<file path="config.mk">
export PLATFORM = sky130hd
export DESIGN_NAME = spr_ctrl
export DESIGN_NICKNAME = d
export VERILOG_FILES = /design/src/spr_pkg.sv /design/src/spr_ctrl.sv
export SDC_FILE = /design/constraint.sdc
export NUM_CORES = 1
export LEC_CHECK = 0
export ABC_AREA = 1
export BUFFER_PORTS_ARGS = -buffer_cell sky130_fd_sc_hd__clkbuf_2
export CORE_ASPECT_RATIO = 1.1
export CORE_MARGIN = 2
export CORE_UTILIZATION = 38
export CTS_CLUSTER_SIZE = 30
export DETAILED_ROUTE_END_ITERATION = 12
export SETUP_SLACK_MARGIN = 0.3
export SLEW_MARGIN = 20
export SYNTH_ARGS = -nofsm -noshare
export SYNTH_HDL_FRONTEND = slang
export SYNTH_SLANG_ARGS = --single-unit
</file>
<file path="constraint.sdc">
create_clock -name CLOCK -period 1.9 [get_ports CLOCK]
set_clock_uncertainty 0.2 [all_clocks]
set_input_delay 0.095 -clock CLOCK [delete_from_list [all_inputs] [get_ports CLOCK]]
set_output_delay 0.095 -clock CLOCK [all_outputs]
set_load 0.01 [all_outputs]
</file>
<file path="src/spr_pkg.sv">
// package for the sleep and power reduction controller
// assumes one system clock and a plain register port
package spr_pkg;

  // ------------------------------------------------------------
  // register map
  // ------------------------------------------------------------
  localparam logic [1:0] ADDR_CORE_CTRL = 2'h0; // core_control_register
  localparam logic [1:0] ADDR_CLK_GATE = 2'h1;  // peripheral_clock_gate
  localparam logic [1:0] ADDR_STATUS = 2'h2;    // sleep status, read only
  localparam logic [1:0] ADDR_WAKE_EN = 2'h3;   // wake source enables

  // ------------------------------------------------------------
  // field positions
  // ------------------------------------------------------------
  localparam int POS_SLEEP_SEL_LO = 3;
  localparam int POS_SLEEP_SEL_HI = 4;
  localparam int POS_SLEEP_ENABLE = 5;
  localparam logic [7:0] CORE_CTRL_WMASK = 8'h7B; // bits 7 and 2 read zero
  localparam logic [7:0] CLK_GATE_WMASK = 8'h0F;  // bits 7:4 read zero
  localparam int POS_GATE_CONVERTER = 0;
  localparam int POS_GATE_SERIAL = 1;
  localparam int POS_GATE_TIMER_ZERO = 2;
  localparam int POS_GATE_TIMER_ONE = 3;

  // ------------------------------------------------------------
  // reset values and timing
  // ------------------------------------------------------------
  localparam logic [7:0] CORE_CTRL_RESET = 8'h00;
  localparam logic [7:0] CLK_GATE_RESET = 8'h00;
  localparam logic [7:0] WAKE_EN_RESET = 8'h00;
  localparam int WAKE_HALT_CYCLES = 4;
  localparam logic [2:0] WAKE_HALT_LAST = 3'(WAKE_HALT_CYCLES - 1);

  // ------------------------------------------------------------
  // sleep mode codes
  // ------------------------------------------------------------
  localparam logic [1:0] MODE_IDLE = 2'h0;
  localparam logic [1:0] MODE_NOISE = 2'h1;
  localparam logic [1:0] MODE_POWER_DOWN = 2'h2;

  // controller states, gray along run-sleep-halt
  typedef enum logic [1:0] {
    ST_RUN = 2'b00,
    ST_SLEEP = 2'b01,
    ST_HALT = 2'b11
  } spr_state_type;

  // wake sources
  typedef struct packed {
    logic conv_done;
    logic mem_ready;
    logic ext_level;
    logic ext_edge;
    logic pin_change;
    logic serial_start;
    logic watchdog_irq;
    logic other_io;
  } spr_wake_type;

  // clock and analog enables
  typedef struct packed {
    logic cpu;
    logic flash;
    logic io;
    logic conv;
    logic fast_periph;
    logic osc;
    logic timer_one;
    logic timer_zero;
    logic serial;
    logic conv_gate;
  } spr_clk_type;

  // whole controller state
  typedef struct packed {
    spr_state_type st;
    logic [1:0] mode;
    logic [2:0] halt_cnt;
    logic [7:0] core_ctrl;
    logic [7:0] clk_gate;
    logic [7:0] wake_en;
    logic [7:0] rdata;
    spr_clk_type clk;
    logic conv_start;
    logic cmp_off;
    logic ref_on;
    logic bod_on;
    logic conv_extended;
    logic conv_was_on;
    logic periph_access;
    logic irq_run;
  } spr_regs_type;

endpackage

</file>
<file path="src/spr_ctrl.sv">
// sleep mode and per peripheral clock gating controller
// assumes cpu drives sleep instruction pulse and register strobes synchronously
//
// Functional notes
// - sleep select 00 idle, 01 noise reduction, 10 power-down, 11 reserved
// - control register bit 2 always reads zero
// - idle stops only cpu and flash clocks
// - idle wakes on any enabled interrupt, pin or internal
// - enabled converter starts conversion on entering idle or noise reduction; code skips the start while gate bit 0 is set
// - noise reduction stops io, cpu and flash clocks; converter clock runs
// - noise reduction wakes only on its listed events
// - power-down stops oscillator and every generated clock
// - power-down wakes only on its listed events
// - external pin wakes deep modes only in level mode
// - oscillator on in idle and noise; fast clock and other io idle only
// - gate bit stops peripheral clock and blocks its register access
// - clearing gate bit restarts clock, state preserved
// - gate register bits 7:4 read zero
// - bit 3 gates timer one, bit 2 gates timer zero
// - bit 1 gates serial unit; software reinitialises it
// - bit 0 gates converter; comparator loses converter multiplexer
// - converter stays enabled in sleep; re-enable gives extended conversion
// - comparator off in power-down; reference kept if comparator uses it
// - enabled brown-out detector stays active in every sleep mode
// - sleep entered only with enable bit set and sleep instruction
// - interrupt wake halts four cycles then runs handler; reset restarts
`timescale 1ns/1ps

module spr_ctrl (
  // clock and reset
  input wire logic CLOCK,
  input wire logic RST,
  // register port
  input wire logic [1:0] ADDR,
  input wire logic [7:0] WDATA,
  input wire logic WR,
  input wire logic RD,
  output logic [7:0] RDATA,
  // cpu side
  input wire logic SLEEP_INSN,
  input wire logic ANY_IRQ,
  input wire logic EXT_LEVEL_MODE,
  // peripheral state
  input wire logic CONV_ENABLED,
  input wire logic CMP_ENABLED,
  input wire logic CMP_USES_REF,
  input wire logic BOD_FUSE_ON,
  input wire spr_pkg::spr_wake_type WAKE_SRC,
  input wire logic [1:0] PERIPH_SEL,
  // clock and analog controls
  output spr_pkg::spr_clk_type CLK_EN,
  output logic SLEEPING,
  output logic CONV_START,
  output logic CMP_FORCE_OFF,
  output logic REF_KEEP_ON,
  output logic BOD_ACTIVE,
  output logic CONV_EXTENDED,
  output logic PERIPH_ACCESS_OK,
  output logic IRQ_RUN
);

  spr_pkg::spr_regs_type r_r;
  spr_pkg::spr_regs_type r_nxt;
  logic wake;
  logic [1:0] mode_sel;

  // ------------------------------------------------------------
  // helpers
  // ------------------------------------------------------------

  // wake qualification per mode
  function automatic logic wake_ok(input logic [1:0] m, input spr_pkg::spr_wake_type w,
                                   input logic [7:0] en, input logic irq, input logic lvl);
    spr_pkg::spr_wake_type q;
    logic ext;
    q = w & spr_pkg::spr_wake_type'(en);
    ext = q.ext_level & lvl;
    unique case (m)
      spr_pkg::MODE_IDLE: wake_ok = irq | (|q);
      spr_pkg::MODE_NOISE: wake_ok = q.conv_done | q.mem_ready | ext | q.pin_change
                                   | q.serial_start | q.watchdog_irq;
      spr_pkg::MODE_POWER_DOWN: wake_ok = q.serial_start | q.watchdog_irq | ext
                                        | q.pin_change;
      default: wake_ok = 1'b0;
    endcase
  endfunction

  // clock enables from state, mode and gate bits
  function automatic spr_pkg::spr_clk_type clocks(input logic slp, input logic [1:0] m,
                                                  input logic [7:0] g);
    spr_pkg::spr_clk_type c;
    logic idle;
    logic noise;
    idle = slp && m == spr_pkg::MODE_IDLE;
    noise = slp && m == spr_pkg::MODE_NOISE;
    c.cpu = !slp;
    c.flash = !slp;
    c.io = !slp || idle;
    c.conv = !slp || idle || noise;
    c.fast_periph = !slp || idle;
    c.osc = !slp || idle || noise;
    c.timer_one = c.io && !g[spr_pkg::POS_GATE_TIMER_ONE];
    c.timer_zero = c.io && !g[spr_pkg::POS_GATE_TIMER_ZERO];
    c.serial = c.io && !g[spr_pkg::POS_GATE_SERIAL];
    c.conv_gate = c.conv && !g[spr_pkg::POS_GATE_CONVERTER];
    clocks = c;
  endfunction

  // ------------------------------------------------------------
  // next state
  // ------------------------------------------------------------
  assign mode_sel = r_r.core_ctrl[spr_pkg::POS_SLEEP_SEL_HI:spr_pkg::POS_SLEEP_SEL_LO];
  assign wake = wake_ok(r_r.mode, WAKE_SRC, r_r.wake_en, ANY_IRQ, EXT_LEVEL_MODE);

  always_comb begin
    r_nxt = r_r;
    r_nxt.conv_start = 1'b0;
    r_nxt.irq_run = 1'b0;
    r_nxt.rdata = 8'h00;
    unique case (r_r.st)
      spr_pkg::ST_RUN: begin
        if (SLEEP_INSN && r_r.core_ctrl[spr_pkg::POS_SLEEP_ENABLE]
            && mode_sel != 2'h3) begin
          r_nxt.st = spr_pkg::ST_SLEEP;
          r_nxt.mode = mode_sel;
          r_nxt.conv_start = CONV_ENABLED && mode_sel != spr_pkg::MODE_POWER_DOWN
                             && !r_r.clk_gate[spr_pkg::POS_GATE_CONVERTER];
        end
      end
      spr_pkg::ST_SLEEP: begin
        if (wake) begin
          r_nxt.st = spr_pkg::ST_HALT;
          r_nxt.halt_cnt = 3'h0;
        end
      end
      spr_pkg::ST_HALT: begin
        r_nxt.halt_cnt = r_r.halt_cnt + 3'h1;
        if (r_r.halt_cnt == spr_pkg::WAKE_HALT_LAST) begin
          r_nxt.st = spr_pkg::ST_RUN;
          r_nxt.irq_run = 1'b1;
        end
      end
      default: r_nxt.st = spr_pkg::ST_RUN;
    endcase
    // register writes only while the cpu runs
    if (WR && r_r.st == spr_pkg::ST_RUN) begin
      unique case (ADDR)
        spr_pkg::ADDR_CORE_CTRL: r_nxt.core_ctrl = WDATA & spr_pkg::CORE_CTRL_WMASK;
        spr_pkg::ADDR_CLK_GATE: r_nxt.clk_gate = WDATA & spr_pkg::CLK_GATE_WMASK;
        spr_pkg::ADDR_WAKE_EN: r_nxt.wake_en = WDATA;
        default: ;
      endcase
    end
    // read data next cycle
    if (RD) begin
      unique case (ADDR)
        spr_pkg::ADDR_CORE_CTRL: r_nxt.rdata = r_r.core_ctrl;
        spr_pkg::ADDR_CLK_GATE: r_nxt.rdata = r_r.clk_gate;
        spr_pkg::ADDR_STATUS: r_nxt.rdata = {4'h0, r_r.st, r_r.mode};
        default: r_nxt.rdata = r_r.wake_en;
      endcase
    end
    r_nxt.clk = clocks(r_nxt.st != spr_pkg::ST_RUN, r_nxt.mode, r_nxt.clk_gate);
    // access to a peripheral is blocked while its gate bit is set
    r_nxt.periph_access = !r_nxt.clk_gate[PERIPH_SEL] && r_nxt.clk.io;
    r_nxt.cmp_off = r_nxt.st != spr_pkg::ST_RUN
                    && r_nxt.mode == spr_pkg::MODE_POWER_DOWN;
    r_nxt.ref_on = CMP_ENABLED && CMP_USES_REF;
    r_nxt.bod_on = BOD_FUSE_ON;
    // extended conversion after converter off then on
    r_nxt.conv_was_on = CONV_ENABLED;
    if (CONV_ENABLED && !r_r.conv_was_on) begin
      r_nxt.conv_extended = 1'b1;
    end else if (r_r.conv_start) begin
      r_nxt.conv_extended = 1'b0;
    end
  end

  // ------------------------------------------------------------
  // state register
  // ------------------------------------------------------------
  always_ff @(posedge CLOCK) begin
    if (RST) begin
      r_r <= '0; // gate and control clear, all clocks restart below
      r_r.core_ctrl <= spr_pkg::CORE_CTRL_RESET;
      r_r.clk_gate <= spr_pkg::CLK_GATE_RESET;
      r_r.wake_en <= spr_pkg::WAKE_EN_RESET;
      r_r.clk <= '1;
      r_r.periph_access <= 1'b1;
      r_r.conv_extended <= 1'b1;
    end else begin
      r_r <= r_nxt;
    end
  end

  // outputs straight from flops; SLEEPING decoded from the state flops
  assign RDATA = r_r.rdata;
  assign CLK_EN = r_r.clk;
  assign SLEEPING = r_r.st != spr_pkg::ST_RUN;
  assign CONV_START = r_r.conv_start;
  assign CMP_FORCE_OFF = r_r.cmp_off;
  assign REF_KEEP_ON = r_r.ref_on;
  assign BOD_ACTIVE = r_r.bod_on;
  assign CONV_EXTENDED = r_r.conv_extended;
  assign PERIPH_ACCESS_OK = r_r.periph_access;
  assign IRQ_RUN = r_r.irq_run;

  // ------------------------------------------------------------
  // assertions
  // ------------------------------------------------------------
  property p_mode_field;
    @(posedge CLOCK) disable iff (RST) SLEEPING |-> r_r.mode != 2'h3;
  endproperty
  a_mode_field: assert property (p_mode_field) else $error("reserved mode entered");

  property p_reserved_bit;
    @(posedge CLOCK) disable iff (RST) RD && ADDR == spr_pkg::ADDR_CORE_CTRL |=> !RDATA[2];
  endproperty
  a_reserved_bit: assert property (p_reserved_bit) else $error("bit 2 not zero");

  property p_idle_clocks;
    @(posedge CLOCK) disable iff (RST)
      SLEEPING && r_r.mode == spr_pkg::MODE_IDLE |-> !CLK_EN.cpu && CLK_EN.io && CLK_EN.osc;
  endproperty
  a_idle_clocks: assert property (p_idle_clocks) else $error("idle clocks wrong");

  property p_noise_clocks;
    @(posedge CLOCK) disable iff (RST)
      SLEEPING && r_r.mode == spr_pkg::MODE_NOISE |-> !CLK_EN.io && CLK_EN.conv;
  endproperty
  a_noise_clocks: assert property (p_noise_clocks) else $error("noise clocks wrong");

  property p_pd_clocks;
    @(posedge CLOCK) disable iff (RST)
      SLEEPING && r_r.mode == spr_pkg::MODE_POWER_DOWN |-> !CLK_EN.osc && !CLK_EN.conv;
  endproperty
  a_pd_clocks: assert property (p_pd_clocks) else $error("power-down clock on");

  property p_gate_top;
    @(posedge CLOCK) disable iff (RST) RD && ADDR == spr_pkg::ADDR_CLK_GATE |=> RDATA[7:4] == 4'h0;
  endproperty
  a_gate_top: assert property (p_gate_top) else $error("gate upper bits set");

  property p_timer_gate;
    @(posedge CLOCK) disable iff (RST)
      r_r.clk_gate[spr_pkg::POS_GATE_TIMER_ONE] |-> !CLK_EN.timer_one;
  endproperty
  a_timer_gate: assert property (p_timer_gate) else $error("timer one clock not gated");

  property p_wake_halt;
    @(posedge CLOCK) disable iff (RST)
      r_r.st == spr_pkg::ST_SLEEP && wake |=> SLEEPING [*4] ##1 IRQ_RUN;
  endproperty
  a_wake_halt: assert property (p_wake_halt) else $error("wake halt not four cycles");

  property p_no_enable;
    @(posedge CLOCK) disable iff (RST)
      !SLEEPING && SLEEP_INSN && !r_r.core_ctrl[spr_pkg::POS_SLEEP_ENABLE] |=> !SLEEPING;
  endproperty
  a_no_enable: assert property (p_no_enable) else $error("slept without enable");

  property p_conv_start;
    @(posedge CLOCK) disable iff (RST) CONV_START |-> SLEEPING && r_r.mode != spr_pkg::MODE_POWER_DOWN;
  endproperty
  a_conv_start: assert property (p_conv_start) else $error("bad conversion start");

  // no wake source of the noise list keeps the core asleep
  property p_noise_wake;
    @(posedge CLOCK) disable iff (RST)
      r_r.st == spr_pkg::ST_SLEEP && r_r.mode == spr_pkg::MODE_NOISE
      && !(WAKE_SRC.conv_done || WAKE_SRC.mem_ready || WAKE_SRC.pin_change
      || WAKE_SRC.serial_start || WAKE_SRC.watchdog_irq
      || (WAKE_SRC.ext_level && EXT_LEVEL_MODE)) |=> SLEEPING;
  endproperty
  a_noise_wake: assert property (p_noise_wake) else $error("noise woke on wrong source");

  // no wake source of the power-down list keeps the core asleep
  property p_pd_wake;
    @(posedge CLOCK) disable iff (RST)
      r_r.st == spr_pkg::ST_SLEEP && r_r.mode == spr_pkg::MODE_POWER_DOWN
      && !(WAKE_SRC.pin_change || WAKE_SRC.serial_start || WAKE_SRC.watchdog_irq
      || (WAKE_SRC.ext_level && EXT_LEVEL_MODE)) |=> SLEEPING;
  endproperty
  a_pd_wake: assert property (p_pd_wake) else $error("power-down woke on wrong source");

  property p_fast_clock;
    @(posedge CLOCK) disable iff (RST)
      SLEEPING && r_r.mode != spr_pkg::MODE_IDLE |-> !CLK_EN.fast_periph;
  endproperty
  a_fast_clock: assert property (p_fast_clock) else $error("fast clock outside idle");

  property p_gate_restore;
    @(posedge CLOCK) disable iff (RST)
      !SLEEPING && r_r.clk_gate[3:0] == 4'h0 |-> CLK_EN[3:0] == 4'hF;
  endproperty
  a_gate_restore: assert property (p_gate_restore) else $error("clock not restored");

  property p_cmp_off;
    @(posedge CLOCK) disable iff (RST)
      SLEEPING && r_r.mode == spr_pkg::MODE_POWER_DOWN |-> CMP_FORCE_OFF;
  endproperty
  a_cmp_off: assert property (p_cmp_off) else $error("comparator on in power-down");

  property p_bod_kept;
    @(posedge CLOCK) disable iff (RST) BOD_FUSE_ON |=> BOD_ACTIVE;
  endproperty
  a_bod_kept: assert property (p_bod_kept) else $error("brown-out detector dropped");

  c_idle: cover property (@(posedge CLOCK) disable iff (RST)
    SLEEPING && r_r.mode == spr_pkg::MODE_IDLE ##[1:8] IRQ_RUN);
  c_noise: cover property (@(posedge CLOCK) disable iff (RST)
    SLEEPING && r_r.mode == spr_pkg::MODE_NOISE);
  c_pd: cover property (@(posedge CLOCK) disable iff (RST)
    SLEEPING && r_r.mode == spr_pkg::MODE_POWER_DOWN);
  c_gate: cover property (@(posedge CLOCK) disable iff (RST) !CLK_EN.serial && !SLEEPING);

endmodule

</file>
* Word level (Yosys, flattened, before mapping) *
Index checks and enable logic that the tools add are counted.

word-level totals
  register bits = 48
  input bits = 31
  output and inout bits = 26
  logic and storage cells = 107

operators by class
  $add $sub $neg = 1
  magnitude comparators = 1
  equal/unequal tests = 13
  mux-type cells = 15
  bitwise operators = 15
  reduce and logical (&&, ||, !) cells = 40

operators with widths
  kind                 number
  $pmux 8 s3           1
  $logic_and 1x1->1    15
  $mux 12              1
  $eq 2x2->1 const B   5
  $or 1x1->1           9
  $and 8x8->8          1
  $eq 2x1->1 const B   4
  $logic_not 1->1      8
  $logic_not 2->1      4
  $mux 4               2
  $mux 8               1
  $reduce_or 8->1      1
  $mux 2               3
  $ne 2x2->1 const B   3
  $pmux 2 s3           1
  $pmux 3 s2           1
  $reduce_and 2->1     3
  $reduce_bool 2->1    3
  $reduce_or 2->1      3
  $lt 2x4->1 const B   1
  $not 1->1            4
  $add 3x1->3 const B  1
  $eq 3x2->1 const B   1
  $mux 3               1
  6 further kinds      8

* Depth between registers and ports, before layout *
Gate-level depths: netlist of run 1.

  depth after elaboration = 14
  depth in mapped cells = 10
  depth with buffers taken out = 10

* Least setup slack after synthesis of run 1 *
No wires, ideal clock.

  path type = register to register
  from = register r_r[50] in the netlist's numbering
  to = register r_r, in the netlist CMP_FORCE_OFF
  setup time = 0.064 ns
  arrival time = 1.221 ns
  required time = 1.636 ns
  path slack = 0.415 ns
  cell stages (with the launch flop) = 10
  path buffers = 0
  clock period less this slack = 1.485 ns
  cells stage by stage = dfxtp_1 > ha_1 > ha_1 > inv_1 > o21ai_0 > o21ai_2 > nand2_1 > nor2_1 > inv_1 > nor2_1

between the ends
  word-level cells in the longest chain between the ends = 5

RTL lines
  element                   RTL line         source
  start: declaration        spr_ctrl.sv:62   spr_pkg::spr_regs_type r_r;
  start signal: assignment  spr_ctrl.sv:192  r_r <= r_nxt;
  $eq 3x2->1                spr_ctrl.sv:138  if (r_r.halt_cnt == spr_pkg::WAKE_HALT_LAST) begin
  $mux 2                    spr_ctrl.sv:138
  $pmux 2 s3                spr_ctrl.sv:120  unique case (r_r.st)
  $reduce_bool 2->1         spr_ctrl.sv:166  r_nxt.cmp_off = r_nxt.st != spr_pkg::ST_RUN
  $logic_and 1x1->1         spr_ctrl.sv:167  && r_nxt.mode == spr_pkg::MODE_POWER_DOWN;

No other way between the ends.
A chain may end at the register's enable or synchronous reset.

* Worst setup path after layout of run 1 *
  from = input port ADDR[0]
  to = register r_r, in the netlist PERIPH_ACCESS_OK

between the ends
  word-level cells in the longest chain between the ends = 7

RTL lines
  element                       RTL line         source
  start: declaration            spr_ctrl.sv:34   input wire logic [1:0] ADDR,
  $eq 2x1->1                    spr_ctrl.sv:147  unique case (ADDR)
  $mux 4                        spr_ctrl.sv:147
  $mux 12                       spr_ctrl.sv:146  if (WR && r_r.st == spr_pkg::ST_RUN) begin
  $bmux 1 s2                    spr_ctrl.sv:165  r_nxt.periph_access = !r_nxt.clk_gate[PERIPH_SEL] && r_nxt.clk.io;
  $mux 1 (not written as such)  spr_ctrl.sv:165
  $logic_not 1->1               spr_ctrl.sv:165
  $logic_and 1x1->1             spr_ctrl.sv:165

No other way between the ends. The select of a mux whose other input is x is not followed.

==> results of run 1 <==
==> worst max-delay path, stage by stage <==
cell and delay [ps]:
dlygate4sd3_1 540, clkbuf_2 170, inv_2 50, nor2_2 150, nand2_4 120, nand2_1 90
o21ai_2 60, nand2_1 60, nand3b_1 70, nand3_1 70, nand2_1 40
==> power breakdown <==
| group | switching [W] | internal, W | total (W) |
|---|---|---|---|
| sequential | 0.0000152 | 0.00104 | 0.00105 |
| combinational | 0.000138 | 0.000113 | 0.000251 |
| clock | 0.000318 | 0.000324 | 0.000642 |
| total | 0.000471 | 0.00147 | 0.00195 |
==> timing repair <==
item / 4_1_cts / 5_1_grt
buffers inserted: 0 / 10
setup endpoints to repair: 3 / 18
pin swaps: 1 / 6
endpoints found under the hold margin: 29 / 1
gates resized for setup: 2 / 31
==> stage by stage <==
stage / utilization, % / instances / hold WS (ps) / instance area (sq um) / total power, W
2_1_floorplan: - / 261 / 1.97 / 2030 / 0.00120
3_3_place_gp: 44.3 / 354 / 87.6 / 2240 / 0.00127
3_5_place_dp: 44.3 / 354 / 99.4 / 2240 / 0.00127
4_1_cts: 49.7 / 378 / -25.3 / 2520 / 0.00193
5_1_grt: 53.0 / 388 / -23.0 / 2690 / 0.00203
6_report: 53.0 / 388 / -32.3 / 2690 / 0.00195
==> path summary, 6_finish.rpt <==
kind | start | to | slack [ps] | depth (start not counted)
min reg2reg | r_r[34]$_SDFF_PP0_ | CONV_START$_SDFF_PP0_ | 220 | 1
max | ADDR[0] | PERIPH_ACCESS_OK$_SDFF_PP1_ | 360 | 11
min | ADDR[1] | RDATA[7]$_SDFF_PP0_ | -30 | 3
max reg2reg | r_r[55]$_SDFF_PP0_ | PERIPH_ACCESS_OK$_SDFF_PP1_ | 370 | 10
==> cells in the final DEF (no fill, tap or decap), types with 2 or more instances in the layout <==
cell type	count
nand2_4	4
o211ai_1	4
clkbuf_8	7
buf_4	12
inv_4	2
dfxtp_1	42
nor2_1	17
nand3_1	18
o221ai_1	3
clkbuf_2	56
a21oi_1	23
nand2_2	8
nor2_4	3
nor3_1	2
o21ai_2	7
inv_2	3
o21ai_0	8
dfxtp_2	6
nor2_2	2
inv_1	30
nand2_1	45
dlygate4sd3_1	17
==> per-layer routing <==
metal	global-route usage (%)	part of all wire (%)
met3	4.14	3.6
met1	21.1	44
met4	4.36	0.97
met2	29.4	52
met5	0	0
==> sequential cells by signal, summed over array words and instances (netlist names) <==
register          cells
REF_KEEP_ON           1
r_r                  24
RDATA                 8
IRQ_RUN               1
PERIPH_ACCESS_OK      1
CMP_FORCE_OFF         1
BOD_ACTIVE            1
CLK_EN                7
CONV_EXTENDED         1
CONV_START            1
mode_sel              2
==> area by class of cell <==
class	instances	area (sq um)	share of cell area, %
tap	58	72.6	2.70
clock buffer	7	96.3	3.59
inverter	35	136	5.08
timing repair buffer	86	552	20.5
sequential	48	968	36.1
multi-input combinational	154	861	32.0
==> kinds of logic (layout without fill, tap and decap cells) <==
| kind of cell | count (synthesis) | after routing | share of synthesized area (%) |
|---|---|---|---|
| AO/OA/AOI/OAI | 47 | 47 | 13.2 |
| AND/OR/NAND/NOR | 105 | 105 | 23.8 |
| flip-flops | 48 | 48 | 47.3 |
| adder cells (fa/ha/maj) | 2 | 2 | 1.23 |
| buffers and inverters | 59 | 128 | 14.5 |
==> summary.md, run 1 <==
| Metric | Value |
|---|---|
| First-pass GRT wire length | `7.74 mm` |
| Core area | `0.00507 sq mm` |
| First-pass DRT Iterations | `4` |
| Post-route setup slack | `358 ps` |
| Final WL | `4.93 mm` |
| Crit path launch type | `input port` |
| Syn_nets | `294` |
| Largest net degree at the start of global routing | `26` |
| Setup WS pre-CTS | `269 ps` |
| Syn avg cell area | `7.79 sq um` |
| Final Net Count | `363` |
| DIE HEIGHT | `80.7 um` |
| H-tree levels | `2` |
| Max_slew headroom | `78.5%` |
| Netlist cell types | `27` |
| CTS Buf Count | `5` |
| Number of global-route vias before repair | `1694` |
| Status | `finished with violations` |
| Most common cell in the netlist | `nand2_1` |
| Routed wire per std cell | `12.7 um` |
| Synth area leaders | `dfxtp_1 (47%), nand2_1 (9.6%), buf_4 (6.7%)` |
| WS Path Type | `in2reg` |
| Fin crit share | `81.1%` |
| Vias after detailed routing | `1837` |
| Hold Buf Count CTS | `17` |
| PD cells | `724 mW/mm^2` |
| EDFF count, synth | `0` |
| HP Class | `in2reg` |
| Drt via density | `4.73` |
| Post-DP HPWL | `3.51 mm` |
| CP endpoint kind | `flop` |
| Root Driver | `clkbuf_8` |
| Hold Slack | `-32.3 ps` |
| Area growth, synth to finish | `32.2%` |
| Placer's final routability congestion estimate | `0.835` |
| RSZ-0062 raised after global routing | `yes` |
| Initial DRC count | `137` |
| Gr ovfl total | `0` |
| Post-synth top flop | `dfxtp_1` |
| Crit path time final | `1540 ps` |
| Ys async rst share | `0%` |
| Clock-pin transition on the worst setup and hold timing paths | `80 ps` |
| Sequential-to-total area share from yosys stat | `47.3%` |
| Crit-path max FO | `8` |
| Worst Max-Slew Pin Slew | `323 ps` |
| DR DRC count | `0` |
| Arrival time at the worst endpoint | `1530 ps` |
| Synthesized area | `0.00203 sq mm` |
| Yosys reg bits | `48` |
| Synth Instances | `261` |
| Core Rows | `27` |
| Maximum vdd ir drop | `0.295 mV` |
| Skew-Pair Late Insertion Delay | `290 ps` |
| Req. time, crit path | `1880 ps` |
| CTS tree | `done` |
| Layout filler cell count | `510` |
| Final setup vio count | `0` |
| F_max | `0.649 GHz` |
| IO buf count | `56` |
| Maxcap violations | `0` |
| Syn. warnings | `0` |
| Hold Violations, Final | `1` |
| DIE WIDTH | `73.7 um` |
| Ports | `57` |
| ANT cells | `0` |
| Die area | `0.00595 sq mm` |
| Area leader, netlist | `dfxtp_1` |
| P_leak | `1.27 nW` |
| Post-synth top area share | `47.3%` |
| Clock Sink Count | `48` |
| GRT Util Overall | `17.1%` |
| Synth top cells by count | `nand2_1 (52), dfxtp_1 (48), inv_1 (31), a21oi_1 (23)` |
| Slew Limit Fails | `0` |
| Setup Total Neg Slack | `0 ps` |
| Initial antenna violation count | `0` |
| Final ANT Viol Nets | `0` |
| Violated checks | `negative hold slack` |
| Share of cells above drive strength 1 | `35.2%` |
| Clock Path Buffers | `2` |
| Starting Density | `40.1%` |
Note: power is estimated with default switching activity, not from simulation.
==> run 2: changes to the inputs <==
--- a/config.mk
+++ b/config.mk
@@ -5,7 +5,7 @@
 export SDC_FILE = /design/constraint.sdc
 export NUM_CORES = 1
 export LEC_CHECK = 0
-export ABC_AREA = 1
+export ABC_AREA = 0
 export BUFFER_PORTS_ARGS = -buffer_cell sky130_fd_sc_hd__clkbuf_2
 export CORE_ASPECT_RATIO = 1.1
 export CORE_MARGIN = 2
==> constraint.sdc (replaced) <==
create_clock -name CLOCK -period 1.3 [get_ports CLOCK]
set_clock_uncertainty 0.2 [all_clocks]
set_input_delay 0.065 -clock CLOCK [delete_from_list [all_inputs] [get_ports CLOCK]]
set_output_delay 0.065 -clock CLOCK [all_outputs]
set_load 0.01 [all_outputs]
==> run 2 against run 1 <==
Largest cell class is now multi-input gates. Clock power up 67%. Clock-buffer cell count fell by 1. Non-clock buffer count increased by 33. Critical endpoint is now CLK_EN[1]$_SDFF_PP1_. Synthesized cell count down 25%. Hold slack lost 83 ps. The flow finishes with violations (negative hold slack, negative setup slack).
==> summary.md, run 2 <==
| Metric | Value |
|---|---|
| Post-route setup slack | `-343 ps` |
| Pwr Total | `0.00298 W` |
| Final Net Count | `331` |
| Syn avg cell area | `10.2 sq um` |
| Crit path time final | `1640 ps` |
| Crit path launch type | `flop` |
| Core area | `0.00507 sq mm` |
| Final ANT Viol Nets | `0` |
| CTS tree | `done` |
| HP Class | `in2reg` |
| Slew Limit Fails | `0` |
| Post-synth top area share | `47.9%` |
| Violated checks | `negative hold slack, negative setup slack` |
| Die area | `0.00588 sq mm` |
| Synth top cells by count | `dfxtp_1 (48), nor2_1 (33), mux2i_1 (19), buf_4 (18), inv_1 (9)` |
| Non-Filler Instances | `357` |
| Clock Path Buffers | `2` |
| Status | `finished with violations` |
| Drt via density | `4.89` |
| Largest Register | `r_r` |
| Area growth, synth to finish | `53.6%` |
| First-pass GRT wire length | `8.09 mm` |
| Max reg flops | `24` |
| Hold Slack | `-116 ps` |
| Fin crit share | `126%` |
| Core Rows | `27` |
| Req. time, crit path | `1300 ps` |
| Layout filler cell count | `435` |
| Crit-path max FO | `5` |
| DIE HEIGHT | `80.2 um` |
| Routing usage on met3 | `3.39%` |
| Multi-input gate area | `990 sq um` |
| Netlist cell types | `34` |
| Maxcap violations | `0` |
| Initial DRC count | `99` |
| Setup WS pre-CTS | `-359 ps` |
| F_max | `0.609 GHz` |
| Root Driver | `clkbuf_8` |
| Final setup vio count | `41` |
| Gr ovfl total | `0` |
| Most common library cell in the layout ignoring fill and taps | `buf_4` |
| CP endpoint kind | `flop` |
| Placer's final routability congestion estimate | `0.863` |
| CP max-delay cell | `dfxtp_2` |
| Synthesized area | `0.00201 sq mm` |
| IO buf count | `56` |
| Syn. warnings | `0` |
| H-tree levels | `2` |
| Most frequent CP cell | `ha_4` |
| Post-synth top flop | `dfxtp_1` |
| Routing usage on met2 | `31.7%` |
| Starting Density | `39.6%` |
| ANT cells | `0` |
| DIE WIDTH | `73.3 um` |
| Worst Max-Slew Pin Slew | `334 ps` |
| DR DRC count | `0` |
| Met1 usage | `22.3%` |
| Share of cells above drive strength 1 | `57.2%` |
| CTS Buf Count | `5` |
| Largest net degree at the start of global routing | `25` |
| Yosys reg bits | `48` |
| Hold Buf Count CTS | `11` |
| Sequential-to-total area share from yosys stat | `47.9%` |
| Final WL | `5.16 mm` |
| Most frequent cells in the layout | `buf_4 (42), nor2_1 (33), clkbuf_2 (31), dfxtp_1 (30), buf_6 (21)` |
| Most common cell in the netlist | `dfxtp_1` |
| Routed wire per std cell | `14.5 um` |
| PD cells | `967 mW/mm^2` |
| Vias after detailed routing | `1744` |
| Area leader, netlist | `dfxtp_1` |
| Worst path cell trace | `ha_4 > ha_4 > a21oi_2 > o21ai_2 > a211oi_2 > buf_4 > nor2_1` |
| Placed Cells | `326` |
| P_leak | `1.47 nW` |
| Clock Sink Count | `48` |
| WS Path Type | `reg2reg` |
| Initial antenna violation count | `0` |
| FF+latch area | `988 sq um` |
| Post-DP HPWL | `3.57 mm` |
| GRT busiest layer | `met2` |
| Synth Instances | `197` |
| Syn_nets | `230` |
| Skew-Pair Late Insertion Delay | `300 ps` |
| Max_slew headroom | `77.7%` |
| Ys async rst share | `0%` |
| Number of global-route vias before repair | `1704` |
| Arrival time at the worst endpoint | `1640 ps` |
| First-pass DRT Iterations | `4` |
| Max incr delay on CP | `350 ps` |
| Clock-pin transition on the worst setup and hold timing paths | `90 ps` |
| Ports | `57` |
| Synth area leaders | `dfxtp_1 (48%), mux2i_1 (9.5%), buf_4 (6.7%)` |
| EDFF count, synth | `0` |
| Maximum vdd ir drop | `0.558 mV` |
| GRT Util Overall | `18.5%` |
| RSZ-0062 raised after global routing | `yes` |
| Hold Violations, Final | `10` |
==> run 2: cell count changes after synthesis, sizes merged, moves of 4 or more <==
cell    before  now
o211ai       4    0
a22oi        0    6
nor2        23   34
o21ai       16    2
nand3       19    6
mux4         0    5
mux2i        0   19
and3         0    5
clkbuf       2    6
nand2       57    5
inv         35    9
nor2b        0    4
a21oi       23    7
==> run 2: path summary, 6_finish.rpt <==
kind	slack [ps]	end	cells past startpoint	startpoint
setup / recovery	-340	CLK_EN[1]$_SDFF_PP1_	7	r_r[50]$_SDFFE_PP0P_
hold / removal	-120	PERIPH_ACCESS_OK$_SDFF_PP1_	3	PERIPH_SEL[1]
setup reg to reg	-340	CLK_EN[1]$_SDFF_PP1_	7	r_r[50]$_SDFFE_PP0P_
hold reg to reg	250	CONV_EXTENDED$_SDFFE_PP1P_	1	r_r[2]$_SDFF_PP0_
==> run 2: final cells by class <==
cell class | instances | share of cell area [%]
Inverter | 9 | 1.18
Multi-Input combinational cell | 115 | 32.1
Clock buffer | 6 | 2.35
Timing Repair Buffer | 119 | 28.8
Clock inverter | 2 | 1.14
Tap cell | 58 | 2.35
Sequential cell | 48 | 32.0
==> run 2: layer usage <==
metal  vias up  part of all wire, %
met3        10                  4.1
met2        48                   51
met4         0                  2.4
met1       815                   43
met5         -                    0
li1        871                    -
==> run 2: through the flow <==
| step | setup TNS [ps] | cell area, sq um | utilization, % | hold slack, ps |
|---|---|---|---|---|
| floorplan | -6440 | 2070 | - | -6.82 |
| global placement | -5080 | 2540 | 50.2 | 81.8 |
| detailed placement | -5730 | 2540 | 50.2 | 86.3 |
| CTS | -7240 | 2900 | 57.3 | -122 |
| global route | -10280 | 3080 | 60.9 | -118 |
| finish | -7770 | 3080 | 60.9 | -116 |
==> run 2: worst max-delay path, delay by kind of cell, from the launching register on <==
family	cells	cell delay, ps
DFF	1	350
and+or+nand+nor	1	50
buffers and inverters	1	180
adders and majority gates	2	310
AOI/OAI and AO/OA	3	450
==> run 2: kinds of logic (layout without fill, tap and decap cells) <==
| logic type | after synthesis | after routing | synth area share [%] |
|---|---|---|---|
| AOI/OAI and AO/OA | 24 | 24 | 8.04 |
| adders and majority gates | 2 | 2 | 1.25 |
| buffers and inverters | 34 | 136 | 9.78 |
| DFF | 48 | 48 | 47.9 |
| muxes | 26 | 26 | 17.1 |
| and+or+nand+nor | 63 | 63 | 16.0 |
==> run 2: what timing repair did <==
| item | CTS | global route |
|---|---|---|
| setup buffers | 6 | 6 |
| gates resized for setup | 38 | 53 |
| hold endpoints to repair | 34 | 6 |
| endpoints found under the setup margin | 68 | 70 |
| pin swaps | 7 | 7 |
==> run 2: power by group <==
| group | switching (W) | internal (W) |
|---|---|---|
| sequential | 0.0000231 | 0.00150 |
| clock | 0.000494 | 0.000571 |
| combinational | 0.000174 | 0.000218 |
| total | 0.000691 | 0.00229 |
==> run 3: changes to the inputs <==
--- a/config.mk
+++ b/config.mk
@@ -12,6 +12,7 @@
 export CORE_UTILIZATION = 38
 export CTS_CLUSTER_SIZE = 30
 export DETAILED_ROUTE_END_ITERATION = 12
+export PLACE_DENSITY = 0.65
 export SETUP_SLACK_MARGIN = 0.3
 export SLEW_MARGIN = 20
 export SYNTH_ARGS = -nofsm -noshare
==> run 3 against run 2 <==
The run still ends with negative hold slack, negative setup slack left. Critical path type unchanged. Global-route usage fell by 2.2 points. Clock power fell by 15%. Critical path depth fell by 1. Via count fell by 1.8%. Largest cell class is now sequential cells. Non-clock buffer count fell by 6.
==> summary.md, run 3 (synthesized netlist as in run 2, its figures left out) <==
| Metric | Value |
|---|---|
| Status | `finished with violations` |
| Violated checks | `negative hold slack, negative setup slack` |
| Final ANT Viol Nets | `0` |
| Reg-to-reg endpoint | `r_r[50]$_SDFFE_PP0P_` |
| Fin area | `0.00298 sq mm` |
| RSZ-0062 raised after global routing | `yes` |
| DIE WIDTH | `73.3 um` |
| CTS tree | `done` |
| Worst Max-Slew Pin Slew | `308 ps` |
| Critical Path Stages | `6` |
| H-tree levels | `2` |
| Reg-to-reg startpoint | `r_r[28]$_SDFFE_PP0P_` |
| Drt via density | `4.88` |
| Most frequent cells in the layout | `buf_4 (37), nor2_1 (32), dfxtp_1 (31), clkbuf_2 (31), buf_6 (21)` |
| Hold Buf Count CTS | `10` |
| Clock-pin transition on the worst setup and hold timing paths | `90 ps` |
| CP endpoint kind | `flop` |
| Hold Slack | `-110 ps` |
| Internal power | `0.00215 W` |
| Worst path bufs/invs | `1` |
| CTS Buf Count | `5` |
| Pwr Total | `0.00281 W` |
| IO buf count | `56` |
| Post-route setup slack | `-386 ps` |
| Hold Startpoint | `PERIPH_SEL[1]` |
| Critical path's top delay family | `compound AO/OA/AOI/OAI gates` |
| Routed wire per std cell | `13.7 um` |
| Reg2Reg Depth | `6` |
| Maxcap violations | `0` |
| Initial DRC count | `74` |
| ANT cells | `0` |
| DIE HEIGHT | `80.2 um` |
| Core area | `0.00507 sq mm` |
| Max incr delay on CP | `340 ps` |
| First-pass GRT wire length | `7.22 mm` |
| Final WL | `4.80 mm` |
| Root Driver | `clkbuf_8` |
| Gr ovfl total | `0` |
| Final Net Count | `325` |
| Placed cell area | `0.00256 sq mm` |
| Sw Pwr | `0.000667 W` |
| WS Path Type | `reg2reg` |
| Switch share | `23.7%` |
| Initial antenna violation count | `0` |
| PD cells | `943 mW/mm^2` |
| Req. time, crit path | `1310 ps` |
| Max reg flops | `24` |
| GRT Util Overall | `16.3%` |
| Hold Violations, Final | `12` |
| Largest net degree at the start of global routing | `15` |
| First-pass DRT Iterations | `4` |
| Worst Hold End | `PERIPH_ACCESS_OK$_SDFF_PP1_` |
| Most common library cell in the layout ignoring fill and taps | `buf_4` |
| Largest Register | `r_r` |
| Ports | `57` |
| HP Class | `in2reg` |
| Share of power burned in registers | `54.3%` |
| Vias after detailed routing | `1713` |
| Critical path origin | `r_r[28]$_SDFFE_PP0P_` |
| Skew-Pair Late Insertion Delay | `300 ps` |
| Placer's final routability congestion estimate | `0.789` |
| Hold-critical path depth | `3` |
| Reg2reg setup slack | `-390 ps` |
| Clock power share | `32.4%` |
| Core Rows | `27` |
| Area growth, synth to finish | `48.5%` |
| Number of global-route vias before repair | `1574` |
| Gate power share | `13.3%` |
| Crit path time final | `1690 ps` |
| Clock Sink Count | `48` |
| Crit path launch type | `flop` |
| Final setup vio count | `39` |
| Die area | `0.00588 sq mm` |
| Maximum vdd ir drop | `0.504 mV` |
| Fin crit share | `130%` |
| Clock Path Buffers | `2` |
| Worst path cell trace | `a222oi_1 > buf_4 > a21oi_2 > o22ai_2 > nand2_1 > a311oi_1` |
| Crit-path max FO | `4` |
| Slew Limit Fails | `0` |
| CP max-delay cell | `a222oi_1` |
| Share of cells above drive strength 1 | `55.6%` |
| F_max | `0.593 GHz` |
| Starting Density | `39.6%` |
| DR DRC count | `0` |
| P_leak | `1.44 nW` |
| Post-DP HPWL | `3.41 mm` |
| Arrival time at the worst endpoint | `1700 ps` |
| Max_slew headroom | `79.3%` |
==> run 3: final cells by class <==
cell class / instances / area, sq um
well taps: 58 / 72.6
multi-input cells: 115 / 958
repair buffers: 113 / 842
clock inverters: 1 / 7.51
fillers: 436 / 2080
clock buffers: 7 / 86.3
inverters: 9 / 33.8
flip-flops and latches: 48 / 982
==> run 3: metal layers <==
| layer | share of wire (%) | GRT usage, % | wire (um) | up-vias |
|---|---|---|---|---|
| li1 | - | - | - | 855 |
| met1 | 43 | 20.0 | 2070 | 791 |
| met2 | 50 | 27.6 | 2390 | 53 |
| met3 | 4.9 | 4.27 | 237 | 14 |
| met4 | 2.1 | 5.45 | 101 | 0 |
| met5 | 0 | 0 | 0 | - |
==> run 3: how the worst max path moves through the flow <==
| stage | to | slack (ps) |
|---|---|---|
| 2_1_floorplan | PERIPH_ACCESS_OK$_SDFF_PP1_ | -450 |
| 3_3_place_gp | r_r[56]$_SDFF_PP0_ | -340 |
| 3_5_place_dp | r_r[50]$_SDFFE_PP0P_ | -380 |
| 4_1_cts | PERIPH_ACCESS_OK$_SDFF_PP1_ | -380 |
| 5_1_grt | r_r[56]$_SDFF_PP0_ | -470 |
| 6_report | r_r[50]$_SDFFE_PP0P_ | -390 |
==> run 3: what timing repair did <==
item                       4_1_cts  5_1_grt
setup endpoints to repair       64       69
gates resized for setup         23       59
hold endpoints to repair        35        9
setup buffers                    2        3
pin swaps                        3        6
==> run 3: through the flow <==
| step | setup slack, ps | util (%) | std cells | setup TNS (ps) |
|---|---|---|---|---|
| detailed placement | -384 | 50.5 | 328 | -5900 |
| finish | -386 | 58.9 | 351 | -7510 |
| floorplan | -450 | - | 197 | -6440 |
| CTS | -384 | 56.0 | 348 | -7300 |
| global placement | -341 | 50.5 | 328 | -5210 |
| global route | -466 | 58.9 | 351 | -10170 |
==> run 3: worst min-delay path: stages <==
cell	delay (ps)
clkbuf_2	90
mux2_4	150
a21oi_2	40
==> run 3: power groups by stage <==
stage / clock [W] / sequential (W) / combinational, W
after global placement: 0 / 0.00156 / 0.000310
after detailed placement: 0 / 0.00156 / 0.000312
after floorplan: 0 / 0.00156 / 0.000162
after CTS: 0.000940 / 0.00152 / 0.000352
after global routing: 0.00100 / 0.00153 / 0.000403
final: 0.000912 / 0.00153 / 0.000374
